## src/logic/bch_regs.svh

```systemverilog
// Register offsets, field positions and reset values of the block channel
`ifndef BCH_REGS_SVH
`define BCH_REGS_SVH

// Byte offsets on the register bus
`define BCH_OFS_FUNC     8'h00
`define BCH_OFS_FIRST    8'h04
`define BCH_OFS_LAST     8'h08
`define BCH_OFS_CURRENT  8'h0C
`define BCH_OFS_STATUS   8'h10
`define BCH_OFS_EQUIP    8'h14
`define BCH_OFS_DIRECT   8'h18
`define BCH_OFS_DIN      8'h1C

// Function register bits
`define BCH_FN_START_OUT 0
`define BCH_FN_START_IN  1
`define BCH_FN_TERMINATE 2
`define BCH_FN_END_SEL   3
`define BCH_FN_END_CLR   4
`define BCH_FN_DIR_IN    5

// Status word bits
`define BCH_ST_READY     0
`define BCH_ST_BUSY      1
`define BCH_ST_INT       2
`define BCH_ST_END       4
`define BCH_ST_REJECT    8
`define BCH_ST_REPLY     9

// Widths and reset values
`define BCH_ADDR_W       15
`define BCH_WORD_W       16
`define BCH_EQ_W         4
`define BCH_ADDR_RST     15'h0000
`define BCH_WORD_RST     16'h0000
`define BCH_EQ_RST       4'h0

`endif

```

## src/logic/bch_pkg.sv

```systemverilog
// Types shared by the block channel modules
package bch_pkg;

    // Transfer sequencer states
    typedef enum logic [2:0] {
        BCH_IDLE,
        BCH_MEM_RD,
        BCH_EQ,
        BCH_MEM_WR,
        BCH_DIRECT
    } bch_state_type;

    // One request towards the equipment controller
    typedef struct packed {
        logic        write;
        logic [3:0]  equip;
        logic [15:0] data;
    } bch_eq_req_type;

    // One request towards core storage
    typedef struct packed {
        logic        we;
        logic [14:0] addr;
        logic [15:0] wdata;
    } bch_mem_req_type;

endpackage

```

## src/logic/bch_apb_slave.sv

```systemverilog
// APB slave front end: decode, strobes and registered read data
`timescale 1ns/1ps
`include "bch_regs.svh"

module bch_apb_slave
    import bch_pkg::*;
(
    input  wire logic        pclk,
    input  wire logic        presetn,
    input  wire logic        psel,
    input  wire logic        penable,
    input  wire logic        pwrite,
    input  wire logic [7:0]  paddr,
    output logic             pready,
    output logic             pslverr,
    output logic [31:0]      prdata,
    input  wire logic [31:0] rd_value,
    output logic             wr_strobe,
    output logic             rd_setup
);

    //------------------------------------------------------------
    // Decode
    //------------------------------------------------------------

    logic [31:0] prdata_reg;        // Read data captured at setup
    logic [31:0] prdata_next;       // Next read data
    logic        mapped;            // Address hits a register

    // True for any word-aligned register offset
    function automatic logic is_mapped(input logic [7:0] a);
        is_mapped = (a[1:0] == 2'b00) && (a <= `BCH_OFS_DIN);
    endfunction

    assign mapped    = is_mapped(paddr);
    // Zero wait states: every access ends at its first access cycle
    assign pready    = 1'b1;
    assign pslverr   = psel & penable & ~mapped;
    assign wr_strobe = psel & penable & pwrite & mapped;
    assign rd_setup  = psel & ~penable & ~pwrite & mapped;
    assign prdata    = prdata_reg;

    // Read value sampled in the setup cycle, zero when unmapped
    always_comb
    begin
        prdata_next = prdata_reg;
        if (psel & ~penable & ~pwrite)
        begin
            prdata_next = mapped ? rd_value : 32'h00000000;
        end
    end

    // Read data register
    always_ff @(posedge pclk or negedge presetn)
    begin
        if (!presetn)
        begin
            prdata_reg <= 32'h00000000;
        end
        else
        begin
            prdata_reg <= prdata_next;
        end
    end

endmodule

```

## src/logic/bch_equip_port.sv

```systemverilog
// One handshake with the equipment controller: request held until reply, reject or abort
`timescale 1ns/1ps
`include "bch_regs.svh"

module bch_equip_port
    import bch_pkg::*;
(
    input  wire logic            pclk,
    input  wire logic            presetn,
    input  wire logic            start,
    input  wire bch_eq_req_type  cmd,
    output logic                 eq_req,
    output bch_eq_req_type       eq_cmd,
    input  wire logic [15:0]     eq_rdata,
    input  wire logic            eq_reply,
    input  wire logic            eq_reject,
    input  wire logic            abort,
    output logic                 done,
    output logic                 rejected,
    output logic [15:0]          rdata
);

    //------------------------------------------------------------
    // Request holder
    //------------------------------------------------------------

    logic           req_reg;        // Request outstanding
    logic           req_next;
    bch_eq_req_type cmd_reg;        // Request held on the pins
    bch_eq_req_type cmd_next;

    assign eq_req   = req_reg;
    assign eq_cmd   = cmd_reg;
    // Answer seen at this edge; equipment data passes straight on
    assign done     = req_reg & (eq_reply | eq_reject);
    assign rejected = req_reg & eq_reject & ~eq_reply;
    assign rdata    = eq_rdata;

    // Hold the request until an answer or an abort; absent equipment hangs it
    always_comb
    begin
        req_next = req_reg;
        cmd_next = cmd_reg;
        if (abort || done)
        begin
            req_next = 1'b0;
        end
        else if (start && !req_reg)
        begin
            req_next = 1'b1;
            cmd_next = cmd;
        end
    end

    // Request registers
    always_ff @(posedge pclk or negedge presetn)
    begin
        if (!presetn)
        begin
            req_reg <= 1'b0;
            cmd_reg <= '0;
        end
        else
        begin
            req_reg <= req_next;
            cmd_reg <= cmd_next;
        end
    end

endmodule

```

## src/logic/bch_block_channel.sv

```systemverilog
// Block channel: buffered word transfers between core storage and equipment
`timescale 1ns/1ps
`include "bch_regs.svh"

module bch_block_channel
    import bch_pkg::*;
(
    input  wire logic        pclk,
    input  wire logic        presetn,
    input  wire logic        psel,
    input  wire logic        penable,
    input  wire logic        pwrite,
    input  wire logic [7:0]  paddr,
    input  wire logic [31:0] pwdata,
    output logic             pready,
    output logic             pslverr,
    output logic [31:0]      prdata,
    output logic             mem_req,
    output bch_mem_req_type  mem_cmd,
    input  wire logic [15:0] mem_rdata,
    input  wire logic        mem_ack,
    output logic             eq_req,
    output bch_eq_req_type   eq_cmd,
    input  wire logic [15:0] eq_rdata,
    input  wire logic        eq_reply,
    input  wire logic        eq_reject,
    output logic             end_of_operation_int
);

    //------------------------------------------------------------
    // Declarations
    //------------------------------------------------------------

    bch_state_type   state_reg;     // Sequencer state
    bch_state_type   state_next;
    logic [14:0]     first_reg;     // First word address minus one
    logic [14:0]     first_next;
    logic [14:0]     last_reg;      // Last word address
    logic [14:0]     last_next;
    logic [14:0]     current_word_address_reg;  // Current word address
    logic [14:0]     current_word_address_next;
    logic [3:0]      equip_reg;     // Selected equipment
    logic [3:0]      equip_next;
    logic            out_reg;       // Transfer direction, storage to equipment
    logic            out_next;
    logic [15:0]     word_reg;      // Word in flight or direct input data
    logic [15:0]     word_next;
    logic            end_of_operation_reg;      // End of operation indicator
    logic            end_of_operation_next;
    logic            sel_reg;       // End-of-operation interrupt selected
    logic            sel_next;
    logic            int_reg;       // Interrupt indicator
    logic            int_next;
    logic            reply_reg;     // Reply indicator
    logic            reply_next;
    logic            rej_reg;       // Last direct access refused
    logic            rej_next;
    logic            mreq_reg;      // Storage request outstanding
    logic            mreq_next;
    bch_mem_req_type mcmd_reg;      // Storage request held
    bch_mem_req_type mcmd_next;
    logic            eq_start;      // Launch an equipment handshake
    bch_eq_req_type  eq_launch;     // Equipment request to launch
    logic            eq_done;       // Equipment answered
    logic            eq_rejected;   // Equipment answered with reject
    logic [15:0]     eq_word;       // Equipment data at the answer
    logic            eq_abort;      // Drop a hung handshake
    logic            wr_strobe;     // Register write takes effect
    logic            rd_setup;      // Register read setup, tied low; the slave's rd_setup output is left unconnected
    logic [31:0]     rd_value;      // Read multiplexer
    logic [15:0]     status_word;   // Channel status word
    logic            busy;          // Buffered transfer in progress
    logic            fn_wr;         // Function register written
    logic            dir_wr;        // Direct output register written

    // Address that ends a transfer: last plus one, wrapping in 15 bits
    function automatic logic [14:0] end_addr(input logic [14:0] last);
        end_addr = 15'(last + 15'h0001);
    endfunction

    // Next address after one word, wrapping in 15 bits
    function automatic logic [14:0] step_addr(input logic [14:0] a);
        step_addr = 15'(a + 15'h0001);
    endfunction

    //------------------------------------------------------------
    // Bus front end and equipment handshake
    //------------------------------------------------------------

    bch_apb_slave u_apb (
        .pclk      (pclk),
        .presetn   (presetn),
        .psel      (psel),
        .penable   (penable),
        .pwrite    (pwrite),
        .paddr     (paddr),
        .pready    (pready),
        .pslverr   (pslverr),
        .prdata    (prdata),
        .rd_value  (rd_value),
        .wr_strobe (wr_strobe),
        .rd_setup  ()
    );

    bch_equip_port u_eq (
        .pclk      (pclk),
        .presetn   (presetn),
        .start     (eq_start),
        .cmd       (eq_launch),
        .eq_req    (eq_req),
        .eq_cmd    (eq_cmd),
        .eq_rdata  (eq_rdata),
        .eq_reply  (eq_reply),
        .eq_reject (eq_reject),
        .abort     (eq_abort),
        .done      (eq_done),
        .rejected  (eq_rejected),
        .rdata     (eq_word)
    );

    assign rd_setup = 1'b0;
    assign fn_wr    = wr_strobe && (paddr == `BCH_OFS_FUNC);
    assign dir_wr   = wr_strobe && (paddr == `BCH_OFS_DIRECT);
    assign busy     = (state_reg == BCH_MEM_RD) || (state_reg == BCH_EQ)
                   || (state_reg == BCH_MEM_WR);
    assign mem_req  = mreq_reg;
    assign mem_cmd  = mcmd_reg;
    assign end_of_operation_int = int_reg;
    // Terminate drops any handshake that equipment never answers
    assign eq_abort = fn_wr && pwdata[`BCH_FN_TERMINATE];

    //------------------------------------------------------------
    // Status word and read multiplexer
    //------------------------------------------------------------

    // Assemble the status word; unlisted bits read zero
    always_comb
    begin
        status_word = 16'h0000;
        status_word[`BCH_ST_READY]  = (state_reg == BCH_IDLE);
        status_word[`BCH_ST_BUSY]   = busy;
        status_word[`BCH_ST_INT]    = int_reg;
        // End of operation at bit 4
        status_word[`BCH_ST_END]    = end_of_operation_reg;
        status_word[`BCH_ST_REJECT] = busy | rej_reg;
        status_word[`BCH_ST_REPLY]  = reply_reg;
    end

    // Register read values, 16-bit or narrower in the low bits
    always_comb
    begin
        rd_value = 32'h00000000;
        unique case (paddr)
            `BCH_OFS_FIRST:   rd_value = {17'h00000, first_reg};
            `BCH_OFS_LAST:    rd_value = {17'h00000, last_reg};
            `BCH_OFS_CURRENT: rd_value = {17'h00000, current_word_address_reg};
            `BCH_OFS_STATUS:  rd_value = {16'h0000, status_word};
            `BCH_OFS_EQUIP:   rd_value = {28'h0000000, equip_reg};
            `BCH_OFS_DIN:     rd_value = {16'h0000, word_reg};
            default:          rd_value = 32'h00000000;
        endcase
    end

    //------------------------------------------------------------
    // Sequencer
    //------------------------------------------------------------

    // Next values of sequencer, address and indicator registers
    always_comb
    begin
        state_next = state_reg;
        first_next = first_reg;
        last_next  = last_reg;
        current_word_address_next = current_word_address_reg;
        equip_next = equip_reg;
        out_next   = out_reg;
        word_next  = word_reg;
        end_of_operation_next = end_of_operation_reg;
        sel_next   = sel_reg;
        int_next   = int_reg;
        reply_next = reply_reg;
        rej_next   = rej_reg;
        mreq_next  = mreq_reg;
        mcmd_next  = mcmd_reg;
        eq_start   = 1'b0;
        eq_launch  = '{write: out_reg, equip: equip_reg, data: word_reg};

        // Address and equipment registers written while idle only
        if (wr_strobe && state_reg == BCH_IDLE)
        begin
            if (paddr == `BCH_OFS_FIRST) first_next = pwdata[14:0];
            if (paddr == `BCH_OFS_LAST)  last_next  = pwdata[14:0];
            if (paddr == `BCH_OFS_EQUIP) equip_next = pwdata[3:0];
        end

        if (fn_wr && pwdata[`BCH_FN_END_SEL])
        begin
            sel_next = 1'b1;
        end
        if (fn_wr && pwdata[`BCH_FN_END_CLR])
        begin
            sel_next = 1'b0;
            int_next = 1'b0;
        end

        unique case (state_reg)
            BCH_IDLE:
            begin
                if (fn_wr && (pwdata[`BCH_FN_START_OUT] || pwdata[`BCH_FN_START_IN]))
                begin
                    current_word_address_next = step_addr(first_reg);
                    out_next   = pwdata[`BCH_FN_START_OUT];
                    reply_next = 1'b1;
                    rej_next   = 1'b0;
                    end_of_operation_next = 1'b0;
                    if (step_addr(first_reg) == end_addr(last_reg))
                    begin
                        // Empty buffer completes at once
                        end_of_operation_next = 1'b1;
                        int_next = sel_reg | int_next;
                    end
                    else if (pwdata[`BCH_FN_START_OUT])
                    begin
                        state_next = BCH_MEM_RD;
                        mreq_next  = 1'b1;
                        mcmd_next  = '{we: 1'b0, addr: step_addr(first_reg),
                                       wdata: `BCH_WORD_RST};
                    end
                    else
                    begin
                        state_next = BCH_EQ;
                        eq_start   = 1'b1;
                        eq_launch  = '{write: 1'b0, equip: equip_reg, data: word_reg};
                    end
                end
                else if (dir_wr || (fn_wr && pwdata[`BCH_FN_DIR_IN]))
                begin
                    state_next = BCH_DIRECT;
                    eq_start   = 1'b1;
                    eq_launch  = '{write: dir_wr, equip: equip_reg, data: pwdata[15:0]};
                end
            end
            BCH_MEM_RD:
            begin
                // Word fetched from storage goes to equipment
                if (mem_ack)
                begin
                    mreq_next  = 1'b0;
                    word_next  = mem_rdata;
                    state_next = BCH_EQ;
                    eq_start   = 1'b1;
                    eq_launch  = '{write: 1'b1, equip: equip_reg, data: mem_rdata};
                end
            end
            BCH_EQ:
            begin
                if (!eq_req || (eq_done && eq_rejected))
                begin
                    // Refused request drops one cycle, then is raised again
                    eq_start  = 1'b1;
                end
                else if (eq_done && out_reg)
                begin
                    current_word_address_next = step_addr(current_word_address_reg);
                    if (step_addr(current_word_address_reg) == end_addr(last_reg))
                    begin
                        state_next = BCH_IDLE;
                        end_of_operation_next = 1'b1;
                        int_next   = sel_reg | int_next;
                    end
                    else
                    begin
                        state_next = BCH_MEM_RD;
                        mreq_next  = 1'b1;
                        mcmd_next  = '{we: 1'b0, addr: step_addr(current_word_address_reg),
                                       wdata: `BCH_WORD_RST};
                    end
                end
                else if (eq_done)
                begin
                    // Same data path as direct input
                    word_next  = eq_word;
                    state_next = BCH_MEM_WR;
                    mreq_next  = 1'b1;
                    mcmd_next  = '{we: 1'b1, addr: current_word_address_reg, wdata: eq_word};
                end
            end
            BCH_MEM_WR:
            begin
                if (mem_ack)
                begin
                    mreq_next = 1'b0;
                    current_word_address_next = step_addr(current_word_address_reg);
                    if (step_addr(current_word_address_reg) == end_addr(last_reg))
                    begin
                        state_next = BCH_IDLE;
                        end_of_operation_next = 1'b1;
                        int_next   = sel_reg | int_next;
                    end
                    else
                    begin
                        state_next = BCH_EQ;
                        eq_start   = 1'b1;
                        eq_launch  = '{write: 1'b0, equip: equip_reg, data: word_reg};
                    end
                end
            end
            BCH_DIRECT:
            begin
                if (eq_done)
                begin
                    state_next = BCH_IDLE;
                    reply_next = ~eq_rejected;
                    rej_next   = eq_rejected;
                    if (!eq_cmd.write) word_next = eq_word;
                end
            end
            default:
            begin
                state_next = BCH_IDLE;
            end
        endcase

        if (busy && (dir_wr || (fn_wr && pwdata[`BCH_FN_DIR_IN])))
        begin
            rej_next = 1'b1;
        end

        // Terminate stops any transfer or hung direct access
        if (eq_abort && state_reg != BCH_IDLE)
        begin
            state_next = BCH_IDLE;
            mreq_next  = 1'b0;
        end
    end

    // Sequencer registers
    always_ff @(posedge pclk or negedge presetn)
    begin
        if (!presetn)
        begin
            state_reg <= BCH_IDLE;
            first_reg <= `BCH_ADDR_RST;
            last_reg  <= `BCH_ADDR_RST;
            current_word_address_reg <= `BCH_ADDR_RST;
            equip_reg <= `BCH_EQ_RST;
            out_reg   <= 1'b0;
            word_reg  <= `BCH_WORD_RST;
            end_of_operation_reg <= 1'b0;
            sel_reg   <= 1'b0;
            int_reg   <= 1'b0;
            reply_reg <= 1'b0;
            rej_reg   <= 1'b0;
            mreq_reg  <= 1'b0;
            mcmd_reg  <= '0;
        end
        else
        begin
            state_reg <= state_next;
            first_reg <= first_next;
            last_reg  <= last_next;
            current_word_address_reg <= current_word_address_next;
            equip_reg <= equip_next;
            out_reg   <= out_next;
            word_reg  <= word_next;
            end_of_operation_reg <= end_of_operation_next;
            sel_reg   <= sel_next;
            int_reg   <= int_next;
            reply_reg <= reply_next;
            rej_reg   <= rej_next;
            mreq_reg  <= mreq_next;
            mcmd_reg  <= mcmd_next;
        end
    end

endmodule

```

## config.mk

```make
export PLATFORM = sky130hd
export DESIGN_NAME = bch_block_channel
export DESIGN_NICKNAME = d
export VERILOG_FILES = /design/src/logic/bch_pkg.sv /design/src/logic/bch_apb_slave.sv /design/src/logic/bch_equip_port.sv /design/src/logic/bch_block_channel.sv
export VERILOG_INCLUDE_DIRS = /design/src /design/src/logic
export SDC_FILE = /design/constraint.sdc
export NUM_CORES = 1
export LEC_CHECK = 0
export ABC_AREA = 0
export BUFFER_PORTS_ARGS = -buffer_cell sky130_fd_sc_hd__buf_4
export CAP_MARGIN = 30
export CORE_MARGIN = 5
export CORE_UTILIZATION = 61
export CTS_CLUSTER_DIAMETER = 150
export DETAILED_ROUTE_END_ITERATION = 7
export PLACE_DENSITY = 0.87
export SLEW_MARGIN = 20
export SYNTH_ARGS = -nofsm -noshare
export SYNTH_HDL_FRONTEND = slang
export SYNTH_SLANG_ARGS = --single-unit
export TNS_END_PERCENT = 20
```

## constraint.sdc

```tcl
create_clock -name pclk -period 6 [get_ports pclk]
set_clock_uncertainty 0.1 [all_clocks]
set_input_delay 0.3 -clock pclk [delete_from_list [all_inputs] [get_ports pclk]]
set_output_delay 0.3 -clock pclk [all_outputs]
set_load 0.01 [all_outputs]
```

==> results by group, run 1 <==
Drt
  • Via count: 7,765
  • Vias per Instance: 6.26
  • Iter 0 DRT Violations: 1,083
  • Drt first pass iters: 7
  • Wire length per cell: 20.3 um
  • DRC errors left: 0
  • Drt total wl: 25.2 mm
  • Detail Route Antenna Nets: 0

Floorplan
  • Core Rows: 44
  • Die area: 17,200 sq um
  • Initial Util: 61.9%
  • Core Box Area: 14,500 sq um
  • Die W: 131 um
  • I/O pin cnt: 170
  • Die height: 131 um

CTS
  • TritonCTS Sinks: 145
  • Clk_lat worst skew: 430 ps
  • Number of buffers created by CTS: 17
  • H-tree Lvls: 4
  • Root Buffer: clkbuf_16
  • Clock buffer depth: 2
  • Clk slew on worst S/H paths: 60 ps
  • Post-CTS Setup Bufs: 0
  • CTS tree: built

Timing
  • Minimum clock period: 3880 ps
  • RSZ-0062 raised after global routing: no
  • Final Cycle Share: 64.6%
  • Final Slew Violations: 0
  • Fmax achieved: 0.258 GHz
  • Final hold vios: 0
  • Final setup violation count: 0
  • Setup TNS: 0 ps
  • Least-Margin Pin Slew: 941 ps
  • Slew headroom: 37.0%

Logic synthesis
  • Number of flops mapped to enable cells by yosys: 0
  • Largest family of logic cells by synthesized area: simple AND/OR/NAND/NOR gates
  • Post-synth top area share: 40.5%
  • Compound-Gate Fraction of Synth Area: 14.6%
  • Synth unique cells: 69
  • Post-synthesis mux area share: 14.1%
  • Synth Area in Adders: 0.419%
  • Ys Warns: 0
  • Syn_area_per_cell: 9.56 sq um
  • Top cells by area, synth: dfrtp_1 40%, mux2i_1 5.6%, mux2_2 5.1%
  • Count leader, synth: dfrtp_1
  • Post-synthesis instance total: 938
  • Post-synth top flop: dfrtp_1
  • FF+latch count, synth: 145
  • Post-Synth Simple-Gate Area: 15.8%
  • Post-synth ARST share: 100%
  • Most instantiated cells after synthesis: 145 x dfrtp_1, 102 x nand2_1, 61 x o21ai_0
  • Xor/xnor share of the synthesized area: 7.69%
  • Synth area leader: dfrtp_1
  • Sequential fraction of the synthesis area: 40.5%
  • Cell Area, Synth: 8970 sq um

Setup path
  • Worst-path maximum fanout: 22
  • Critical Path Source Type: register
  • Critical path arrival: 4100 ps
  • Worst setup EP type: register
  • Path depth of the worst reg2reg path: 11
  • Crit path kind: reg -> reg
  • Critical Path RT: 6220 ps

Power
  • Combinational power share: 7.8%
  • P_int: 0.00176 W
  • Net Switching: 0.000567 W
  • Peak supply drop: 200 uV
  • Tot Pwr: 0.00233 W
  • P_leak: 4.93 nW
  • Clk pwr share: 49.2%
  • PD cells: 219 nW/um^2
  • Sequential power share: 43.0%
  • Sw Ratio: 24.4%

Final layout
  • Multi-input logic area: 4800 sq um
  • Ant diodes: 0
  • Layout net count: 1,127
  • Storage element area: 3630 sq um
  • Layout cells sized above 1: 24.8%
  • Max reg flops: 32
  • Filler cell count: 1,039
  • Area grow syn2layout: 18.4%

Min path
  • Hold depth: 3
  • Worst hold path type: in -> reg

Place
  • Final HPWL DP: 18.1 mm
  • Buffers on Ports: 136
  • GPL Wtd Cong: 0.949

Global route
  • GRT overflow: 0
  • Largest net degree at the start of global routing: 80
  • Gr usage total: 28.6%
  • First-pass GRT wire length: 40.4 mm
  • Initial antenna violation count: 0
  • Vias in the first global route: 7,586

Outcome
  • Status: completed

Flow run
  • Maxcap violations: 0
## cells by family (layout without fill, tap and decap cells)
logic type | Yosys count | count (layout)
xor+xnor | 74 | 74
mux | 110 | 110
other cells | 2 | 17
buf+inv | 126 | 229
simple gates | 284 | 284
flops | 145 | 145
fa+ha+maj | 3 | 3
compound gates | 194 | 194
## worst max-delay path, cell delays in order, from the launching register on
cell     delay [ps]
dfrtp_1         550
ha_1            350
nand4_1         240
nor4_1          400
xnor2_1         230
xnor2_1         160
nand2_1         100
nor4_4          520
a21o_1          190
a31o_1          150
buf_4           360
mux2_2          380
## cells in the final DEF, fill, tap and decap left out, types with 7 or more instances in the layout
cell type,n
a21oi_1,35
a221oi_1,9
a222oi_1,18
a22o_1,9
a22oi_1,7
and2_1,7
buf_4,147
clkbuf_16,17
conb_1,17
dfrtp_1,145
inv_1,46
mux2_2,41
mux2_4,17
mux2i_1,50
nand2_1,102
nand3_1,24
nand4_1,13
nor2_1,58
nor3_1,24
o21ai_0,60
or3_1,7
xnor2_1,51
xor2_1,20
## power groups by stage
stage | Clock, W | Combinational (W) | Sequential, W
2_1_floorplan | 0 | 0.000102 | 0.00101
3_3_place_gp | 0 | 0.000173 | 0.00102
3_5_place_dp | 0 | 0.000176 | 0.00102
4_1_cts | 0.00115 | 0.000178 | 0.00100
5_1_grt | 0.00119 | 0.000195 | 0.00100
6_report | 0.00115 | 0.000181 | 0.00100
## layer usage
layer / wire [um] / GRT usage [%] / vias to the layer above
li1: - / - / 3525
met1: 10300 / 39.6 / 3749
met2: 11700 / 44.6 / 436
met3: 2480 / 6.50 / 55
met4: 647 / 10.0 / 0
met5: 0 / 0 / -
## stage by stage
stage / instance area, sq um / hold slack [ps] / utilization (%) / setup WS, ps / std cells
floorplan: 9020 / -95.6 / - / 2940 / 953
global placement: 9920 / 292 / 68.5 / 1800 / 1202
detailed placement: 9960 / 299 / 68.8 / 1720 / 1206
CTS: 10600 / 16.8 / 73.2 / 1700 / 1239
global route: 10600 / 32.1 / 73.3 / 1820 / 1240
finish: 10600 / 24.9 / 73.3 / 2120 / 1240
## cell type report
| cell class | count | area share, % |
|---|---|---|
| Multi-Input combinational cell | 682 | 45.2 |
| Tap cell | 184 | 2.17 |
| Clock inverter | 14 | 1.91 |
| Clock buffer | 17 | 4.01 |
| Inverter | 46 | 1.63 |
| Timing Repair Buffer | 152 | 10.9 |
| Sequential cell | 145 | 34.2 |
## worst paths after layout
check                                  end                   startpoint  slack, ps
max reg2reg                u_eq.eq_cmd[19]  current_word_address_reg[0]       2120
min in group asynchronous  u_eq.eq_cmd[20]                      presetn        390
max in group asynchronous  u_eq.eq_cmd[17]                      presetn       4070
min                             mem_cmd[7]                  eq_rdata[7]         20
max                        u_eq.eq_cmd[19]  current_word_address_reg[0]       2120
min reg2reg                u_apb.prdata[1]              u_apb.prdata[1]        380
## repair_timing
action | in CTS | in global routing
gates resized for setup | 0 | 0
hold endpoints to repair | 79 | 0
setup endpoints to repair | 0 | 0
hold buffers | 2 | 0
(Power assumes the default switching activity.)
==> run 2: changes to the inputs <==
--- a/config.mk
+++ b/config.mk
@@ -6,14 +6,14 @@
 export SDC_FILE = /design/constraint.sdc
 export NUM_CORES = 1
 export LEC_CHECK = 0
-export ABC_AREA = 0
+export ABC_AREA = 1
 export BUFFER_PORTS_ARGS = -buffer_cell sky130_fd_sc_hd__buf_4
 export CAP_MARGIN = 30
 export CORE_MARGIN = 5
-export CORE_UTILIZATION = 61
+export CORE_UTILIZATION = 57
 export CTS_CLUSTER_DIAMETER = 150
 export DETAILED_ROUTE_END_ITERATION = 7
-export PLACE_DENSITY = 0.87
+export PLACE_DENSITY = 0.81
 export SLEW_MARGIN = 20
 export SYNTH_ARGS = -nofsm -noshare
 export SYNTH_HDL_FRONTEND = slang
==> constraint.sdc (replaced) <==
create_clock -name pclk -period 3.75 [get_ports pclk]
set_clock_uncertainty 0.1 [all_clocks]
set_input_delay 0.1875 -clock pclk [delete_from_list [all_inputs] [get_ports pclk]]
set_output_delay 0.1875 -clock pclk [all_outputs]
set_load 0.01 [all_outputs]
==> run 2 against run 1 <==
Die area up 12%. Largest power group is now registers. Combinational power grew to 9.4 times the previous value. Synthesized cell count up 47%. First-iteration DRC count is 1.6% higher. Clock-buffer cell count is 4 higher.
==> results by group, run 2 <==
Setup path
  • Critical path, cell by cell: ha_1 > nand2_1 > nor2_2 > buf_4 > nand2_1 > nand2_1 > nand2_1 > xnor2_1 > nand2_1 > nor2_1 > nand3_2 > clkinv_2 > nand2_2 > nand3_2 > nor2_4 > nand3_1 > nand2_1
  • Worst-path maximum fanout: 18 (-18%)
  • Crit path kind: reg -> reg
  • CP dominant cell by count: nand2_1
  • Critical Path RT: 4020 ps (-2200 ps)
  • CP max stage cell: dfrtp_1
  • Critical path arrival: 3450 ps (-650 ps)
  • Buf/Inv on CP: 2 (+1)
  • Slowest cell delay on critical path: 500 ps (-50 ps)
  • Critical Path Stages: 17 (+6)
  • Path depth of the worst reg2reg path: 17 (+6)
  • Critical Path Source Type: register
  • Worst setup startpoint: current_word_address_reg[0]
  • Worst setup EP type: register
  • Worst r2r src: current_word_address_reg[0]
  • Worst path top cell family by delay: simple AND/OR/NAND/NOR gates

Drt
  • Via count: 10,300 (+32%)
  • Iter 0 DRT Violations: 1,100 (+1.6%)
  • Detail Route Antenna Nets: 0 (unchanged)
  • Drt total wl: 30.8 mm (+22%)
  • Vias per Instance: 5.82 (-7.1%)
  • DRC errors left: 0 (unchanged)
  • Drt first pass iters: 8 (+1)
  • Wire length per cell: 17.4 um (-14%)

Final layout
  • Final core occ: 70.1% (-3.3 points)
  • Layout net count: 1,617 (+43%)
  • Fin area: 11,500 sq um (+8.7%)
  • Ant diodes: 0 (unchanged)
  • Max reg flops: 32 (unchanged)
  • Commonest non-fill, non-tap cell in the layout: nand2_1
  • Area grow syn2layout: 21.9%
  • Layout cells sized above 1: 15.8% (-9.0 points)
  • Highest-count cells in the layout ignoring fill and taps: 457 x nand2_1, 159 x inv_1, 157 x buf_4, 145 x dfrtp_1, 103 x o21ai_0
  • Final Non-Filler Cells: 1,766 (+42%)

Min path
  • Worst hold path type: in -> reg
  • Critical hold path startpoint: mem_rdata[10]
  • Hold depth: 5 (+2)

Logic synthesis
  • Cell Area, Synth: 9470 sq um (+5.6%)
  • Number of flops mapped to enable cells by yosys: 0 (unchanged)
  • Post-synth ARST share: 100% (unchanged)
  • Post-synth top area share: 38.3% (-2.1 points)
  • Count leader, synth: nand2_1
  • Post-synth top flop: dfrtp_1
  • Top cells by area, synth: dfrtp_1 38%, nand2_1 18%, inv_1 6.3%
  • Ys Warns: 0 (unchanged)
  • Sequential fraction of the synthesis area: 38.3% (-2.1 points)
  • Synth unique cells: 45 (-35%)
  • Syn_area_per_cell: 6.86 sq um (-28%)
  • Post-synthesis instance total: 1,380 (+47%)
  • Most instantiated cells after synthesis: 457 x nand2_1, 159 x inv_1, 145 x dfrtp_1
  • FF+latch count, synth: 145 (unchanged)
  • Synth area leader: dfrtp_1

Global route
  • Initial antenna violation count: 0 (unchanged)
  • Vias in the first global route: 9,754 (+29%)
  • Gr usage total: 31.2% (+2.6 points)
  • Largest net degree at the start of global routing: 77 (-3.8%)
  • GRT overflow: 0 (unchanged)
  • First-pass GRT wire length: 49.3 mm (+22%)

Timing
  • Setup TNS: 0 ps (unchanged)
  • Final setup violation count: 0 (unchanged)
  • Minimum clock period: 3180 ps (-698 ps)
  • Fmax achieved: 0.314 GHz (+22%)
  • Final Cycle Share: 84.8% (+20 points)
  • RSZ-0062 raised after global routing: no
  • Final hold vios: 0 (unchanged)
  • Final Slew Violations: 0 (unchanged)
  • Slew headroom: 47.9% (+11 points)
  • Least-Margin Pin Slew: 781 ps (-160 ps)

CTS
  • TritonCTS Sinks: 145 (unchanged)
  • Root Buffer: clkbuf_16
  • Clk slew on worst S/H paths: 70 ps (about the same)
  • Clk_lat worst skew: 430 ps (about the same)
  • CTS tree: built
  • Number of buffers created by CTS: 17 (unchanged)
  • H-tree Lvls: 4 (unchanged)
  • Clock buffer depth: 2 (unchanged)

Place
  • Placed insts: 1,704 (+41%)
  • GPL Wtd Cong: 1.01 (+6.8%)
  • Buffers on Ports: 136 (unchanged)
  • Final HPWL DP: 22.7 mm (+26%)
  • Post-DP Area: 10,600 sq um (+6.8%)

Power
  • P_leak: 5.82 nW (+18%)
  • Peak supply drop: 391 uV (+95%)
  • Tot Pwr: 0.00543 W (+130%)
  • PD cells: 470 nW/um^2 (+110%)

Flow run
  • Maxcap violations: 0 (unchanged)

Outcome
  • Status: completed

Floorplan
  • Core Rows: 47 (+6.8%)
  • Die height: 139 um (+5.8%)
  • I/O pin cnt: 170 (unchanged)
  • Die W: 139 um (+5.8%)
  • Initial Util: 57.5% (-4.4 points)
  • Core Box Area: 16,500 sq um (+14%)
  • Die area: 19,300 sq um (+12%)
==> run 2: area by class of cell <==
class	count	area, sq um
fillers	1346	4920
multi-input cells	1012	4880
flip-flops and latches	145	3630
repair buffers	190	1530
inverters	168	632
clock buffers	21	470
well taps	220	275
clock inverters	10	125
==> run 2: final timing paths <==
path	slack, ps	end
min	10	word_reg[10]
min in group asynchronous	210	u_eq.eq_cmd[3]
max in group asynchronous	2510	mem_cmd[9]
min reg2reg	370	u_eq.eq_cmd[16]
max reg2reg	570	mem_cmd[2]
max	570	mem_cmd[2]
==> run 2: metrics by stage <==
step,hold WS (ps),setup slack (ps)
after floorplan,-208,1390
after global placement,137,713
after detailed placement,136,620
after CTS,1.68,604
after global routing,19.5,319
final,10.9,569
==> run 2: power by group <==
group	total (W)	internal, W	switching (W)
Sequential	0.00197	0.00179	0.000188
Clock	0.00174	0.00104	0.000708
Combinational	0.00171	0.000636	0.00107
Total	0.00543	0.00346	0.00197
==> run 2: cells by family after synthesis <==
group                    Yosys count  share of synthesized area, %
flip-flops                       145                          38.3
buffers and inverters            238                          10.9
XOR/XNOR                           8                         0.819
AO/OA/AOI/OAI                    271                          17.2
adder cells (fa/ha/maj)            3                         0.396
AND/OR/NAND/NOR                  713                          32.3
other                              2                        0.0793
==> run 2: metal layers <==
layer | part of all wire, % | up-vias | GRT usage [%] | routed length [um]
li1 | - | 4828 | - | -
met1 | 41 | 4787 | 41.8 | 12500
met2 | 46 | 576 | 49.4 | 14000
met3 | 10 | 82 | 7.59 | 3210
met4 | 3.2 | 0 | 11.9 | 988
met5 | 0 | - | 0 | 0
==> run 2: worst min-delay path, stage by stage <==
cell and delay, ps:
buf_4 90, inv_1 30, nand2_1 50, o211ai_1 80, o21ai_0 70
==> run 2: what timing repair did <==
item	4_1_cts	5_1_grt
hold endpoints to repair	117	0
buffers inserted	0	0
hold buffers	29	0
setup endpoints to repair	0	0
gates resized for setup	0	0
